<file path="config.mk">
export PLATFORM = sky130hd
export DESIGN_NAME = lcf_link_connection_fsm
export DESIGN_NICKNAME = d
export VERILOG_FILES = /design/src/lcf_link_connection_fsm.v
export VERILOG_INCLUDE_DIRS = /design/src
export SDC_FILE = /design/constraint.sdc
export NUM_CORES = 1
export LEC_CHECK = 0
export BUFFER_PORTS_ARGS = -buffer_cell sky130_fd_sc_hd__buf_2
export CAP_MARGIN = 20
export CORE_AREA = 4 4 210 212
export CTS_BUF_LIST = sky130_fd_sc_hd__clkbuf_16
export CTS_CLUSTER_SIZE = 24
export DETAILED_ROUTE_END_ITERATION = 6
export DIE_AREA = 0 0 214 216
export MAX_ROUTING_LAYER = met4
export PLACE_DENSITY = 0.55
export SLEW_MARGIN = 20
export SYNTH_ARGS = -nofsm -noshare
export SYNTH_HDL_FRONTEND = slang
export SYNTH_SLANG_ARGS = --single-unit
</file>
<file path="constraint.sdc">
create_clock -name clk -period 4.6 [get_ports clk]
set_input_delay 0.69 -clock clk [delete_from_list [all_inputs] [get_ports clk]]
set_output_delay 0.69 -clock clk [all_outputs]
set_load 0.005 [all_outputs]
</file>
<file path="src/lcf_map.vh">
`ifndef LCF_MAP_VH
`define LCF_MAP_VH
// ----------------------------------------
// State codes, one-hot
// ----------------------------------------
`define LCF_ST_W 8
`define LCF_ST_RESET 8'h01
`define LCF_ST_IDLE 8'h02
`define LCF_ST_ARB 8'h04
`define LCF_ST_SEL 8'h08
`define LCF_ST_OPEN 8'h10
`define LCF_ST_CLOSEW 8'h20
`define LCF_ST_ABORTW 8'h40
`define LCF_ST_ABORT 8'h80
// ----------------------------------------
// Protocol codes
// ----------------------------------------
`define LCF_PROTO_SSP 3'h1
`define LCF_PROTO_SMP 3'h2
`define LCF_PROTO_STP 3'h4
// ----------------------------------------
// Reject codes received
// ----------------------------------------
`define LCF_REJ_WRONG_DEST 3'h0
`define LCF_REJ_BAD_RATE 3'h1
`define LCF_REJ_BAD_PROTO 3'h2
`define LCF_REJ_RETRY 3'h3
`define LCF_REJ_BLOCKED 3'h4
// ----------------------------------------
// Reason codes to the port layer
// ----------------------------------------
`define LCF_RSN_FAIL_WRONG_DEST 4'h1
`define LCF_RSN_FAIL_BAD_RATE 4'h2
`define LCF_RSN_FAIL_BAD_PROTO 4'h3
`define LCF_RSN_FAIL_RETRY 4'h4
`define LCF_RSN_FAIL_BLOCKED 4'h5
`define LCF_RSN_FAIL_OTHER 4'h6
`define LCF_RSN_LOST_PORT_REQ 4'h8
`define LCF_RSN_LOST_TIMEOUT 4'h9
`define LCF_RSN_LOST_BREAK 4'ha
// ----------------------------------------
// Timing
// ----------------------------------------
`define LCF_CLK_HZ 20000000
`define LCF_OPEN_TMO_US 1000
`endif

</file>
<file path="src/lcf_link_connection_fsm.v">
// Function
// Keep clock-compensation insertion in every state
// Active after phy reset, idle after identification
// Ignore errors and unhandled primitives
// Internal link error goes to abort-wait
// Leave idle only on request or OPEN; the code also leaves idle on link error
// Transmit idle dwords while idle
// Open request to arbitrate, parameters latched
// Valid OPEN in idle goes to selected
// Send OPEN frame with latched fields
// Start one millisecond timer after OPEN sent
// Each AIP reloads timer, unlimited
// Fairness uses latched arbitration wait time
// Losing OPEN without AIP is ignored
// Any reject returns to idle
// Wrong destination reports wait time, reason
// Other rejects report matching reason
// With AIP, valid OPEN wins to selected
// Without AIP, winning OPEN goes selected
// Accept confirms protocol then goes open
// Hash for SSP and SMP only
// Stop request confirms lost, abort-wait
// Timeout confirms lost, abort-wait
// Break received confirms lost, abort state
// Timer sized from clock frequency parameter
`timescale 1ns/1ps
`default_nettype none
`include "lcf_map.vh"
module lcf_link_connection_fsm #(
  // Field widths
  parameter ID_W = 64,
  parameter AWT_W = 16,
  parameter RATE_W = 4,
  parameter HASH_W = 24,
  // Open time-out derived from the clock rate
  parameter CLK_HZ = `LCF_CLK_HZ,
  parameter OPEN_TMO_US = `LCF_OPEN_TMO_US,
  parameter TMO_CYC = (CLK_HZ / 1000000) * OPEN_TMO_US
) (
  // Clock and reset
  input wire clk,
  input wire nrst,
  // Phy status, same clock
  input wire phyResetDone,
  input wire identDone,
  input wire [ID_W-1:0] localId,
  // Port layer requests
  input wire openReq,
  input wire [ID_W-1:0] reqDestId,
  input wire [2:0] reqProto,
  input wire [AWT_W-1:0] reqAwt,
  input wire [RATE_W-1:0] reqRate,
  input wire stopArbReq,
  input wire [2:0] supportedProtos,
  // Received link events, one-cycle pulses
  input wire rxOpenFrame,
  input wire rxOpenCrcErr,
  input wire [ID_W-1:0] rxDestId,
  input wire [ID_W-1:0] rxSrcId,
  input wire [2:0] rxProto,
  input wire [AWT_W-1:0] rxAwt,
  input wire [RATE_W-1:0] rxRate,
  input wire rxAip,
  input wire rxOpenAccept,
  input wire rxOpenReject,
  input wire [2:0] rxRejectCode,
  input wire rxBreak,
  input wire linkErr,
  // Exit from states handled elsewhere
  input wire stateExit,
  // Transmit side
  output reg txIdle,
  output reg txOpenFrame,
  output reg [ID_W-1:0] txDestId,
  output reg [2:0] txProto,
  output reg [AWT_W-1:0] txAwt,
  output reg [RATE_W-1:0] txRate,
  input wire txOpenDone,
  output wire txAlignAllowed,
  // Port layer confirmations
  output reg cnfValid,
  output reg [3:0] cnfReason,
  output reg [AWT_W-1:0] cnfAwt,
  output reg cnfOpened,
  output reg [2:0] cnfProto,
  // Parameters to next states
  output reg selValid,
  output reg [ID_W-1:0] selDestId,
  output reg [2:0] selProto,
  output reg [RATE_W-1:0] selRate,
  output reg [HASH_W-1:0] connHash,
  output reg connHashValid,
  output wire [`LCF_ST_W-1:0] state
);
  // ----------------------------------------
  // Declarations
  // ----------------------------------------
  // Counter just wide enough for one time-out period
  localparam CNT_W = (TMO_CYC > 2) ? $clog2(TMO_CYC) : 1;
  // Reload value, one less since zero counts as a cycle
  localparam TMO_M1 = TMO_CYC - 1;
  localparam [CNT_W-1:0] TMO_RELOAD = TMO_M1[CNT_W-1:0];
  reg [`LCF_ST_W-1:0] state_q; // Current state
  reg [`LCF_ST_W-1:0] state_d; // Next state
  reg [CNT_W-1:0] tmo_q; // Open time-out counter
  reg tmoRun_q; // Timer running
  reg aipSeen_q; // AIP seen in this arbitration
  reg frameSent_q; // OPEN frame went out
  reg [ID_W-1:0] srcDestId_q; // Peer for the hash: own request destination, or source of the selecting OPEN
  wire rxValidOpen; // Valid received OPEN
  wire rxWins; // Received OPEN wins fairness
  wire tmoExpired; // Timer ran out
  wire [HASH_W-1:0] hashVal; // Source/destination hash
  // ----------------------------------------
  // Frame checks and timer status
  // ----------------------------------------
  // Valid OPEN: no CRC error, supported protocol, our identifier
  assign rxValidOpen = rxOpenFrame && !rxOpenCrcErr &&
    ((rxProto & supportedProtos) != 3'h0) && (rxDestId == localId);
  // Fairness: larger wait time wins, tie broken by larger source id
  assign rxWins = (rxAwt > txAwt) ||
    ((rxAwt == txAwt) && (rxSrcId > localId));
  // Timer hits zero while armed
  assign tmoExpired = tmoRun_q && (tmo_q == {CNT_W{1'b0}});
  // Fold both identifiers into a short hash
  assign hashVal = localId[HASH_W-1:0] ^ srcDestId_q[HASH_W-1:0];
  // Clock compensation never blocked by connection state
  assign txAlignAllowed = 1'b1;
  // State seen by the checker and the next stages
  assign state = state_q;
  // ----------------------------------------
  // Next state
  // ----------------------------------------
  always @* begin
    // Hold unless a handled event arrives
    state_d = state_q;
    case (state_q)
      `LCF_ST_RESET: begin
        // Wait for phy reset and identification
        if (phyResetDone && identDone)
          state_d = `LCF_ST_IDLE;
      end
      `LCF_ST_IDLE: begin
        // Other inputs ignored here
        if (linkErr)
          state_d = `LCF_ST_ABORTW;
        else if (rxValidOpen)
          state_d = `LCF_ST_SEL;
        else if (openReq)
          state_d = `LCF_ST_ARB;
      end
      `LCF_ST_ARB: begin
        // Exits in fixed priority order
        if (linkErr)
          state_d = `LCF_ST_ABORTW;
        else if (rxBreak)
          state_d = `LCF_ST_ABORT;
        else if (rxOpenReject)
          state_d = `LCF_ST_IDLE;
        else if (rxOpenAccept)
          state_d = `LCF_ST_OPEN;
        else if (rxValidOpen && (aipSeen_q || rxWins))
          state_d = `LCF_ST_SEL;
        else if (stopArbReq)
          state_d = `LCF_ST_ABORTW;
        else if (tmoExpired)
          state_d = `LCF_ST_ABORTW;
        // Losing OPEN without AIP falls through R13
      end
      `LCF_ST_SEL, `LCF_ST_OPEN, `LCF_ST_CLOSEW, `LCF_ST_ABORTW, `LCF_ST_ABORT: begin
        // Internals of these states live elsewhere
        if (linkErr && state_q != `LCF_ST_ABORTW)
          state_d = `LCF_ST_ABORTW;
        else if (stateExit)
          state_d = `LCF_ST_IDLE;
      end
      // Illegal code falls back to reset
      default: state_d = `LCF_ST_RESET;
    endcase
  end
  // ----------------------------------------
  // State, timer and latched request
  // ----------------------------------------
  always @(posedge clk or negedge nrst) begin
    if (!nrst) begin
      state_q <= `LCF_ST_RESET;
      tmo_q <= {CNT_W{1'b0}};
      tmoRun_q <= 1'b0;
      aipSeen_q <= 1'b0;
      frameSent_q <= 1'b0;
      srcDestId_q <= {ID_W{1'b0}};
      txDestId <= {ID_W{1'b0}};
      txProto <= 3'h0;
      txAwt <= {AWT_W{1'b0}};
      txRate <= {RATE_W{1'b0}};
    end else begin
      // Advance the machine
      state_q <= state_d;
      // Capture request on idle to arbitrate
      if (state_q == `LCF_ST_IDLE && state_d == `LCF_ST_ARB) begin
        // Request fields held for the OPEN frame
        txDestId <= reqDestId;
        txProto <= reqProto;
        txAwt <= reqAwt;
        txRate <= reqRate;
        aipSeen_q <= 1'b0;
        frameSent_q <= 1'b0;
        tmoRun_q <= 1'b0;
      end else if (state_q == `LCF_ST_ARB) begin
        // Any AIP marks the peer as busy, even beside frame end
        if (rxAip)
          aipSeen_q <= 1'b1;
        // Timer loaded once, when the frame has gone out
        if (txOpenDone && !frameSent_q) begin
          frameSent_q <= 1'b1;
          tmo_q <= TMO_RELOAD;
          tmoRun_q <= 1'b1;
        end else if (rxAip) begin
          // AIP restarts the full period, no limit on count
          tmo_q <= TMO_RELOAD;
        end else if (tmoRun_q && tmo_q != {CNT_W{1'b0}}) begin
          // Count down while armed
          tmo_q <= tmo_q - 1'b1;
        end
      end else begin
        // Flags cleared outside arbitrate, ready for the next request
        tmoRun_q <= 1'b0;
        aipSeen_q <= 1'b0;
        frameSent_q <= 1'b0;
      end
      // Remember peer for the hash, never a losing frame
      if (rxValidOpen && state_d == `LCF_ST_SEL)
        srcDestId_q <= rxSrcId;
      // Own request's destination when arbitration starts
      else if (state_q == `LCF_ST_IDLE && state_d == `LCF_ST_ARB)
        srcDestId_q <= reqDestId;
    end
  end
  // ----------------------------------------
  // Outputs registered with the transition
  // ----------------------------------------
  always @(posedge clk or negedge nrst) begin
    if (!nrst) begin
      txIdle <= 1'b0;
      txOpenFrame <= 1'b0;
      cnfValid <= 1'b0;
      cnfReason <= 4'h0;
      cnfAwt <= {AWT_W{1'b0}};
      cnfOpened <= 1'b0;
      cnfProto <= 3'h0;
      selValid <= 1'b0;
      selDestId <= {ID_W{1'b0}};
      selProto <= 3'h0;
      selRate <= {RATE_W{1'b0}};
      connHash <= {HASH_W{1'b0}};
      connHashValid <= 1'b0;
    end else begin
      txIdle <= (state_d == `LCF_ST_IDLE);
      txOpenFrame <= (state_d == `LCF_ST_ARB) && !frameSent_q && !txOpenDone;
      // One-cycle pulses default low
      cnfValid <= 1'b0;
      cnfOpened <= 1'b0;
      selValid <= 1'b0;
      if (state_q == `LCF_ST_ARB) begin
        if (state_d == `LCF_ST_IDLE) begin
          // Rejection: wait time and matching reason
          cnfValid <= 1'b1;
          cnfAwt <= txAwt;
          case (rxRejectCode)
            `LCF_REJ_WRONG_DEST: cnfReason <= `LCF_RSN_FAIL_WRONG_DEST;
            `LCF_REJ_BAD_RATE: cnfReason <= `LCF_RSN_FAIL_BAD_RATE;
            `LCF_REJ_BAD_PROTO: cnfReason <= `LCF_RSN_FAIL_BAD_PROTO;
            `LCF_REJ_RETRY: cnfReason <= `LCF_RSN_FAIL_RETRY;
            `LCF_REJ_BLOCKED: cnfReason <= `LCF_RSN_FAIL_BLOCKED;
            default: cnfReason <= `LCF_RSN_FAIL_OTHER;
          endcase
        end else if (state_d == `LCF_ST_ABORT) begin
          // Break received while arbitrating
          cnfValid <= 1'b1;
          cnfReason <= `LCF_RSN_LOST_BREAK;
        end else if (state_d == `LCF_ST_ABORTW && !linkErr) begin
          // Stop request outranks time-out, link error stays silent
          cnfValid <= 1'b1;
          cnfReason <= stopArbReq ? `LCF_RSN_LOST_PORT_REQ : `LCF_RSN_LOST_TIMEOUT;
        end else if (state_d == `LCF_ST_OPEN) begin
          // Accept: report the transmitted protocol
          cnfOpened <= 1'b1;
          cnfProto <= txProto;
          connHash <= hashVal;
          connHashValid <= (txProto != `LCF_PROTO_STP);
        end
      end
      // Selected entry carries the requester's fields
      if (state_d == `LCF_ST_SEL && state_q != `LCF_ST_SEL) begin
        selValid <= 1'b1;
        selDestId <= rxDestId;
        selProto <= rxProto;
        selRate <= rxRate;
      end
    end
  end
endmodule
`default_nettype wire

</file>
After elaboration in Yosys (flattened, before gate mapping) --
Index checks and enable logic that the tools add are counted.
Word-level totals: output and inout port bits 220, flip-flop bits (word level) 260
Cells by class: $lt $le $gt $ge 2, bitwise operators 6, reductions and logical operators 34, equality and inequality tests 25, muxes and demuxes 40, add/sub/neg operators 1
Operators with widths (number):
- $mux 8 | 13
- $eq 64x64->1 | 1
- $gt 64x64->1 | 1
- $mux 24 | 2
- $mux 15 | 3
- $pmux 8 s4 | 1
- $xor 24x24->24 | 1
- $mux 1 | 17
- $eq 16x16->1 | 1
- $eq 8x2->1 const B | 2
- $eq 8x3->1 const B | 2
- $eq 8x4->1 const B | 2
- $eq 8x5->1 const B | 2
- $eq 8x7->1 const B | 2
- $eq 8x8->1 const B | 2
- $gt 16x16->1 | 1
- $logic_and 1x1->1 | 16
- $logic_not 15->1 | 1
- $pmux 3 s5 | 1
- $reduce_bool 15->1 | 1
- $sub 15x1->15 const B | 1
- $mux 4 | 3
- $reduce_bool 3->1 | 3
- $eq 8x1->1 const B | 1
- 18 further kinds | 28

Longest topological paths before layout --
Gate-level depths: netlist (run 1).
depth in word-level cells 17, depth in mapped cells 12, mapped depth without buffers 11

Worst setup path after synthesis (run 1) --
Ideal clock, no wire load.
path kind input to register, start point input port localId[38], end point register selDestId[0], setup time 0.125 ns, path buffers 1, arrival 3.093 ns, path slack 1.382 ns, stages 12, data required time 4.475 ns, cells stage by stage inv_1 ha_1 nand4_1 nor3_1 and3_1 and3_1 a2111oi_1 a21oi_1 o211ai_1 a21boi_2 buf_6 mux2_2
Between the ends: longest elaborated chain between the ends 13, elaborated cells on any way between the ends 17, those cells by class 1 x order compare; 2 x eq/ne; 8 x mux; 6 x reduce/logical
Ends and longest elaborated chain:
- start: declaration | line lcf_link_connection_fsm.v:46 | input wire [ID_W-1:0] localId,
- $gt 64x64->1 | line lcf_link_connection_fsm.v:122 | ((rxAwt == txAwt) && (rxSrcId > localId));
- $logic_and 1x1->1 | line lcf_link_connection_fsm.v:122
- $logic_or 1x1->1 | line lcf_link_connection_fsm.v:121 | assign rxWins = (rxAwt > txAwt) ||
- $logic_or 1x1->1 | line lcf_link_connection_fsm.v:162 | else if (rxValidOpen && (aipSeen_q || rxWins))
- $logic_and 1x1->1 | line lcf_link_connection_fsm.v:162
- $mux 8 | line lcf_link_connection_fsm.v:162
- $mux 8 | line lcf_link_connection_fsm.v:160 | else if (rxOpenAccept)
- $mux 8 | line lcf_link_connection_fsm.v:158 | else if (rxOpenReject)
- $mux 8 | line lcf_link_connection_fsm.v:156 | else if (rxBreak)
- $mux 8 | line lcf_link_connection_fsm.v:154 | if (linkErr)
- $pmux 8 s4 (*) | line lcf_link_connection_fsm.v:137 | case (state_q)
- $eq 8x4->1 (no source line) (*)
- $logic_and 1x1->1 (no source line) (*)
- end signal: assignment | line lcf_link_connection_fsm.v:252 | selDestId <= {ID_W{1'b0}};
- end signal: assignment | line lcf_link_connection_fsm.v:296 | selDestId <= rxDestId;
- end: declaration | line lcf_link_connection_fsm.v:88 | output reg [ID_W-1:0] selDestId,
Every way passes the cells marked *; elsewhere a longest branch is shown, timed or not. A chain may end at the register's enable or synchronous reset.

Worst setup path in the final report (run 1) --
start point input port localId[1], end point register selDestId[24]
Same word-level chain as after synthesis.

==> impl_results.md, run 1 <==
- Total setup buffers inserted after CTS: 0
- Largest net degree at the start of global routing: 113
- I/O Buffers: 541
- Fin crit period: 3.83 ns
- CP startpoint: localId[1]
- Root Buffer: clkbuf_16
- Register area share after synthesis: 46.9%
- GRT Total Usage: 23.1%
- Area growth syn-to-layout: 32.4%
- Placer Congestion: 0.936
- Starting density of the core: 33.1%
- Routed WL: 53,600 um
- Max Freq: about 260 MHz
- Most used DFF post-synth: dfrtp_1
- Worst-path maximum fanout: 25
- Worst Path Required: between 5 and 6 ns
- FP Rows: 75
- Post-synth EDFFs: 0
- Top cell by count, worst path: a21oi_1
- H-Tree Depth: 2
- Initial antenna violation count: 9
- Register area: 6510 sq um
- Routed Antenna Nets: 0
- Multi-input gate area: 6710 sq um
- Top Family by Delay on Critical Path: compound AO/OA/AOI/OAI gates
- Distinct cell type count after synthesis: 69
- Num CTS Buffers: 34
- Core area: ~42,000 sq um
- Clock transition at path regs: ~0.060 ns
- Status: complete, no violations
- I/O pins: 543
- Min-Delay Path Class: in2async
- Clock skew: approximately 0.029 ns
- Final design utilization: 43.8%
- TritonCTS Sinks: 260
- Hold buffer count at cts: 0
- Routed via count: ~13,000
- Worst setup SP type: primary input
- CP Class: in2reg
- CTS tree: yes
- Worst skew pair latency: 0.55 ns
- Slew headroom: a little over a third
- Maximum Capacitance Violations: 0
- Worst EP arrival: 4.26 ns
- Die height: 216 um
- Max incr delay on CP: 0.80 ns
- Top-count cell post-synth: nand2_1
- Synth top cells by count: 305 x nand2_1, 259 x dfrtp_1, 122 x inv_1, 91 x mux2_2, 81 x ha_1
- Worst path slowest cell: a2111oi_1
- Synth warnings: 0
- Mapped Nets: 1,829
- FF+latch count, synth: 260
- Async SR Flop Fraction: 100%
- Mean Syn Cell Area: approximately 9.7 sq um
- Max clock buf depth: 3
- Vias in the first global route: 13,100
- Drt first pass iters: 5
- Final hold viol count: 0
- Post-route DRC: 0
- Setup TNS after final layout: 0 ns
- Peak supply drop: 0.000267 V
- Die Span X: 214 um
- Crit-path cells: buf_2, inv_1, ha_1, a21oi_1, o21ai_0, a221o_1, a2111oi_1, a21oi_1, o211ai_1, a21boi_4, buf_4, mux2_1
- Cell count after synthesis: 1,425
- Period utilisation layout: 83.2%
- RSZ-0062 raised after global routing: no
- LEAKAGE: between 0.01 and 0.015 uW
- Final Max Slew Viols: 0
- Total grt overflow: 0
- Final setup fails: 0
- Hold WS: roughly 0.2 ns
- HPWL Detailed: 43,300 um
- Power density cells: slightly above 400 nW/um^2
- Layout cell share with drive strength beyond 1: 36.9%
- CP endpoint kind: flip-flop
- Detailed-route wire length per cell: 21.1 um
- Post-Syn Area: about 14,000 sq um
- Nets: 2,378
- Top-area cell type share of the netlist area: roughly 47%
- Die ar.: ~46,000 sq um
- First-pass GRT wire length: 79,900 um
- Area contributors post-synth: dfrtp_1 47%, nand2_1 8.3%, mux2_2 7.4%, ha_1 7.3%, xor2_1 4.2%
- Iter 0 DRT Violations: 701
- Worst slew pin tran: 0.977 ns
- DR vias/cell: 4.97
- Critical R2R Launch: txAwt[14]
- # fillers: 4,244
- Crit path buf inv count: 3
- Yosys top cell by area: dfrtp_1
- Post_cts resized: 0
[layer usage]
metal  part of all wire [%]  vias to the layer above  global-route usage [%]  routed length, um
met5                      0                        -                       -                  0
met4                    2.2                        0                    6.72               1200
met3                    6.2                       68                    4.81               3310
met2                     48                      458                    37.8              25800
met1                     44                     6146                    29.3              23300
li1                       -                     5984                       -                  -
[through the flow]
| stage | cell area [sq um] | total power (uW) | std cells | worst slack, ns |
|---|---|---|---|---|
| finish | 18400 | 7540 | 2544 | 0.771 |
| global route | 18400 | 8030 | 2544 | 0.618 |
| CTS | 18300 | 7670 | 2537 | 0.715 |
| detailed placement | 17300 | 4980 | 2477 | 0.129 |
| global placement | 17300 | 4960 | 2477 | 0.167 |
| floorplan | 13900 | 3990 | 1425 | 1.38 |
[sequential cells by signal, summed over array words and instances, names as in the netlist, 4 cells and up]
name / cells
cnfAwt: 16
cnfReason: 4
connHash: 24
selDestId: 64
selRate: 4
srcDestId_q: 24
state: 8
tmo_q: 15
txAwt: 16
txDestId: 64
txRate: 4
[area by class of cell]
type / instances / share of cell area [%]
tap: 539 / 3.67
inverter: 122 / 2.49
clock buffer: 35 / 4.77
antenna: 7 / 0.0954
clock inverter: 25 / 1.11
timing repair buffer: 558 / 15.9
sequential: 260 / 35.4
multi-input combinational: 998 / 36.5
[worst paths after layout]
path / to / slack (ns) / depth (start not counted)
worst max register to register: selDestId[46] / 1.24 / 10
max in group asynchronous: state[0] / 3.33 / 2
worst min-delay path: selDestId[44] / 0.20 / 1
worst max-delay path: selDestId[24] / 0.77 / 12
worst min register to register: txDestId[56] / 0.47 / 2
min in group clk: txDestId[63] / 0.35 / 3
[logic make-up after synthesis]
kind of cell,Yosys count,synth area share (%)
adders and majority gates,81,7.31
AOI/OAI and AO/OA,205,10.2
other,1,0.0270
xor gates and xnor gates,70,4.42
buffers and inverters,167,5.09
muxes,101,8.20
and+or+nand+nor,540,17.8
DFF,260,46.9
[placed cells by master, fill, tap and decap left out, types with 32 or more instances in the layout]
cell type and count:
inv_1 126, ha_1 81, clkbuf_16 35, o21ai_0 62, nand2_1 304, nand3_1 44
buf_2 540, mux2_2 91, dfrtp_1 259, nor2_1 42, xor2_1 67, a21oi_1 50
nor2b_1 32
[power breakdown]
part	switching (uW)	internal [uW]	total, uW
Clock	1060	1550	2610
Combinational	1010	833	1850
Sequential	314	2770	3090
[worst reg2reg max path: stages, from the launching register on]
cell	delay [ns]
dfrtp_1	0.37
inv_1	0.09
ha_1	0.30
nand4_1	0.16
nor4_1	0.45
o311ai_0	0.30
a21oi_1	0.33
o211ai_1	0.20
a21boi_4	0.27
buf_4	0.37
mux2_2	0.40
No activity file was read; power rests on OpenSTA's default activity.
==> run 2: changes to the inputs <==
clock period = 3.9 ns   (was 4.6 ns; I/O delays follow)
==> run 2 against run 1 <==
The flow now finishes with violations (DRC). Die area is the same. Sequential share of layout area down 0.39 points. Hold slack lost 0.13 ns. Flip-flop and latch count unchanged. Via count hardly changed. Setup slack worse by 0.24 ns. First-iteration DRC count decreased by 5.4%. Combinational power up 18%. Sequential power grew 18%. Register-to-register slack worse by 0.71 ns. Largest cell class unchanged.
==> impl_results.md, run 2 (synthesis results as in run 1) <==
- Status: finished, violations left
- Failing checks: DRC
- I/O pins: 543 (unchanged)
- Most common cell after layout, fill and taps aside: buf_2
- Layout cell share with drive strength beyond 1: 37.4% (+0.48 points)
- Crit-path cells: inv_1, ha_1, nand4_1, nor4_1, buf_4, o311ai_0, buf_4, a21oi_1, o211ai_1, a21boi_4, buf_4, mux2_2
- Period utilisation layout: around 86%
- Fin crit period: ~3.4 ns
- CP Class: reg2reg
- Largest net degree at the start of global routing: 95 (-16%)
- WP depth: 12 (unchanged)
- Peak supply drop: 0.000382 V (+43%)
- Max clock buf depth: 3 (unchanged)
- Final design utilization: 44.3% (+0.49 points)
- Routed Antenna Nets: 0 (unchanged)
- H-Tree Depth: 1 (-1)
- Post_cts resized: 0 (unchanged)
- Crit path buf inv count: 4 (+1)
- Hold buffer count at cts: 0 (unchanged)
- Max Freq: 297 MHz
- I/O Buffers: 541 (unchanged)
- Worst reg2reg path depth: 12 (+2)
- Iter 0 DRT Violations: 663 (-5.4%)
- DR vias/cell: 4.95 (-0.44%)
- RSZ-0062 raised after global routing: no
- Power density cells: 488 nW/um^2 (+19%)
- Top flop regs: selDestId x64, txDestId x64
- Maximum Capacitance Violations: 0 (unchanged)
- Area growth syn-to-layout: 33.9%
- Root Buffer: clkbuf_16
- Worst-path maximum fanout: 23 (-8.0%)
- Drt first pass iters: 7 (+2)
- Worst skew pair latency: 0.57 ns (+0.02 ns)
- Final Non-Filler Cells: 2,556 (+0.47%)
- TritonCTS Sinks: 260 (unchanged)
- Max incr delay on CP: 0.38 ns (-0.42 ns)
- Die ar.: 46,200 sq um (unchanged)
- Routed WL: 53,500 um (-0.20%)
- Commonest cells after routing, fill and taps aside: 540 x buf_2, 304 x nand2_1, 259 x dfrtp_1
- Clock transition at path regs: 0.06 ns (about the same)
- Min-Delay Path Class: in2async
- Core area: 41,900 sq um (unchanged)
- Clock skew: 0.00973 ns (-0.0188 ns)
- FP Rows: 75 (unchanged)
- Hold WS: 0.0667 ns (-0.134 ns)
- Worst EP arrival: 3.82 ns (-0.44 ns)
- Top Family by Delay on Critical Path: compound AO/OA/AOI/OAI gates
- Placer Congestion: 0.939 (+0.32%)
- Nets: 2,388 (+0.42%)
- Worst path slowest cell: mux2_2
- Vias in the first global route: 13,000 (-0.17%)
- Num CTS Buffers: 31 (-8.8%)
- Post-route DRC: 2 (+2)
- Total grt overflow: 0 (unchanged)
- Total setup buffers inserted after CTS: 0 (unchanged)
- CP endpoint kind: flip-flop
- Dpl cells: 2,490 (+0.52%)
- Final Max Slew Viols: 0 (unchanged)
- Routed via count: 12,700 (+0.032%)
- Worst Path Required: 4.35 ns (-0.68 ns)
- Die Span X: 214 um (unchanged)
- Slew headroom: 35.6% (+0.76 points)
- Final hold viol count: 0 (unchanged)
- Die height: 216 um (unchanged)
- Detailed-route wire length per cell: 20.9 um (-0.66%)
- Worst slew pin tran: 0.959 ns (-0.0188 ns)
- HPWL Detailed: 44,000 um (+1.6%)
- Setup TNS after final layout: 0 ns (unchanged)
- Starting density of the core: 33.1% (unchanged)
- Initial antenna violation count: 11 (+2)
- # fillers: 4,207 (-0.87%)
- Final setup fails: 0 (unchanged)
- LEAKAGE: 0.0104 uW (+0.91%)
- Final Power: 9060 uW (+20%)
- First-pass GRT wire length: 80,100 um (+0.26%)
- Top cell by count, worst path: buf_4
- GRT Total Usage: 23.0% (-0.16 points)
- Worst setup SP type: flip-flop
- CTS tree: yes
run 2: area by class of cell:
type	count	area, sq um	share of cell area (%)
inverters	122	458	2.47
diodes	10	25.0	0.135
well taps	539	674	3.63
clock buffers	31	776	4.18
repair buffers	571	3070	16.5
multi-input cells	998	6710	36.1
clock inverters	25	353	1.90
flip-flops and latches	260	6510	35.0
run 2: per-layer routing:
layer  global-route usage (%)  share of wire, %
met2                     37.3                47
met1                     29.1                43
met3                     5.47               6.6
met4                     6.12               2.9
met5                        -                 0
run 2: stage by stage:
stage | instance area [sq um] | worst slack, ns
CTS | 18500 | 0.486
finish | 18600 | 0.530
global route | 18600 | 0.279
floorplan | 13900 | 0.787
detailed placement | 17400 | -0.0516
global placement | 17400 | -0.0179
run 2: worst reg2reg max path, stage by stage (launching register included):
cell      delay, ns
dfrtp_1        0.35
inv_1          0.08
ha_1           0.32
nand4_1        0.18
nor4_1         0.31
buf_4          0.18
o311ai_0       0.14
buf_4          0.18
a21oi_1        0.32
o211ai_1       0.22
a21boi_4       0.27
buf_4          0.34
mux2_2         0.39
run 2: power breakdown:
part	total [uW]	switching (uW)	leakage, uW	internal (uW)
Clock	3230	1200	0.000558	2030
Combinational	2190	1210	0.00637	987
Sequential	3640	370	0.00345	3270
Total	9060	2770	0.0104	6290
run 2: path summary, 6_finish.rpt:
path	slack, ns	start	to
worst max register to register	0.53	txAwt[15]	selDestId[52]
worst min register to register	0.47	txDestId[30]	txDestId[30]
max in group asynchronous	2.78	nrst	selDestId[12]
min in group clk	0.21	reqDestId[61]	txDestId[61]
worst min-delay path	0.07	nrst	selDestId[48]
worst max-delay path	0.53	txAwt[15]	selDestId[52]
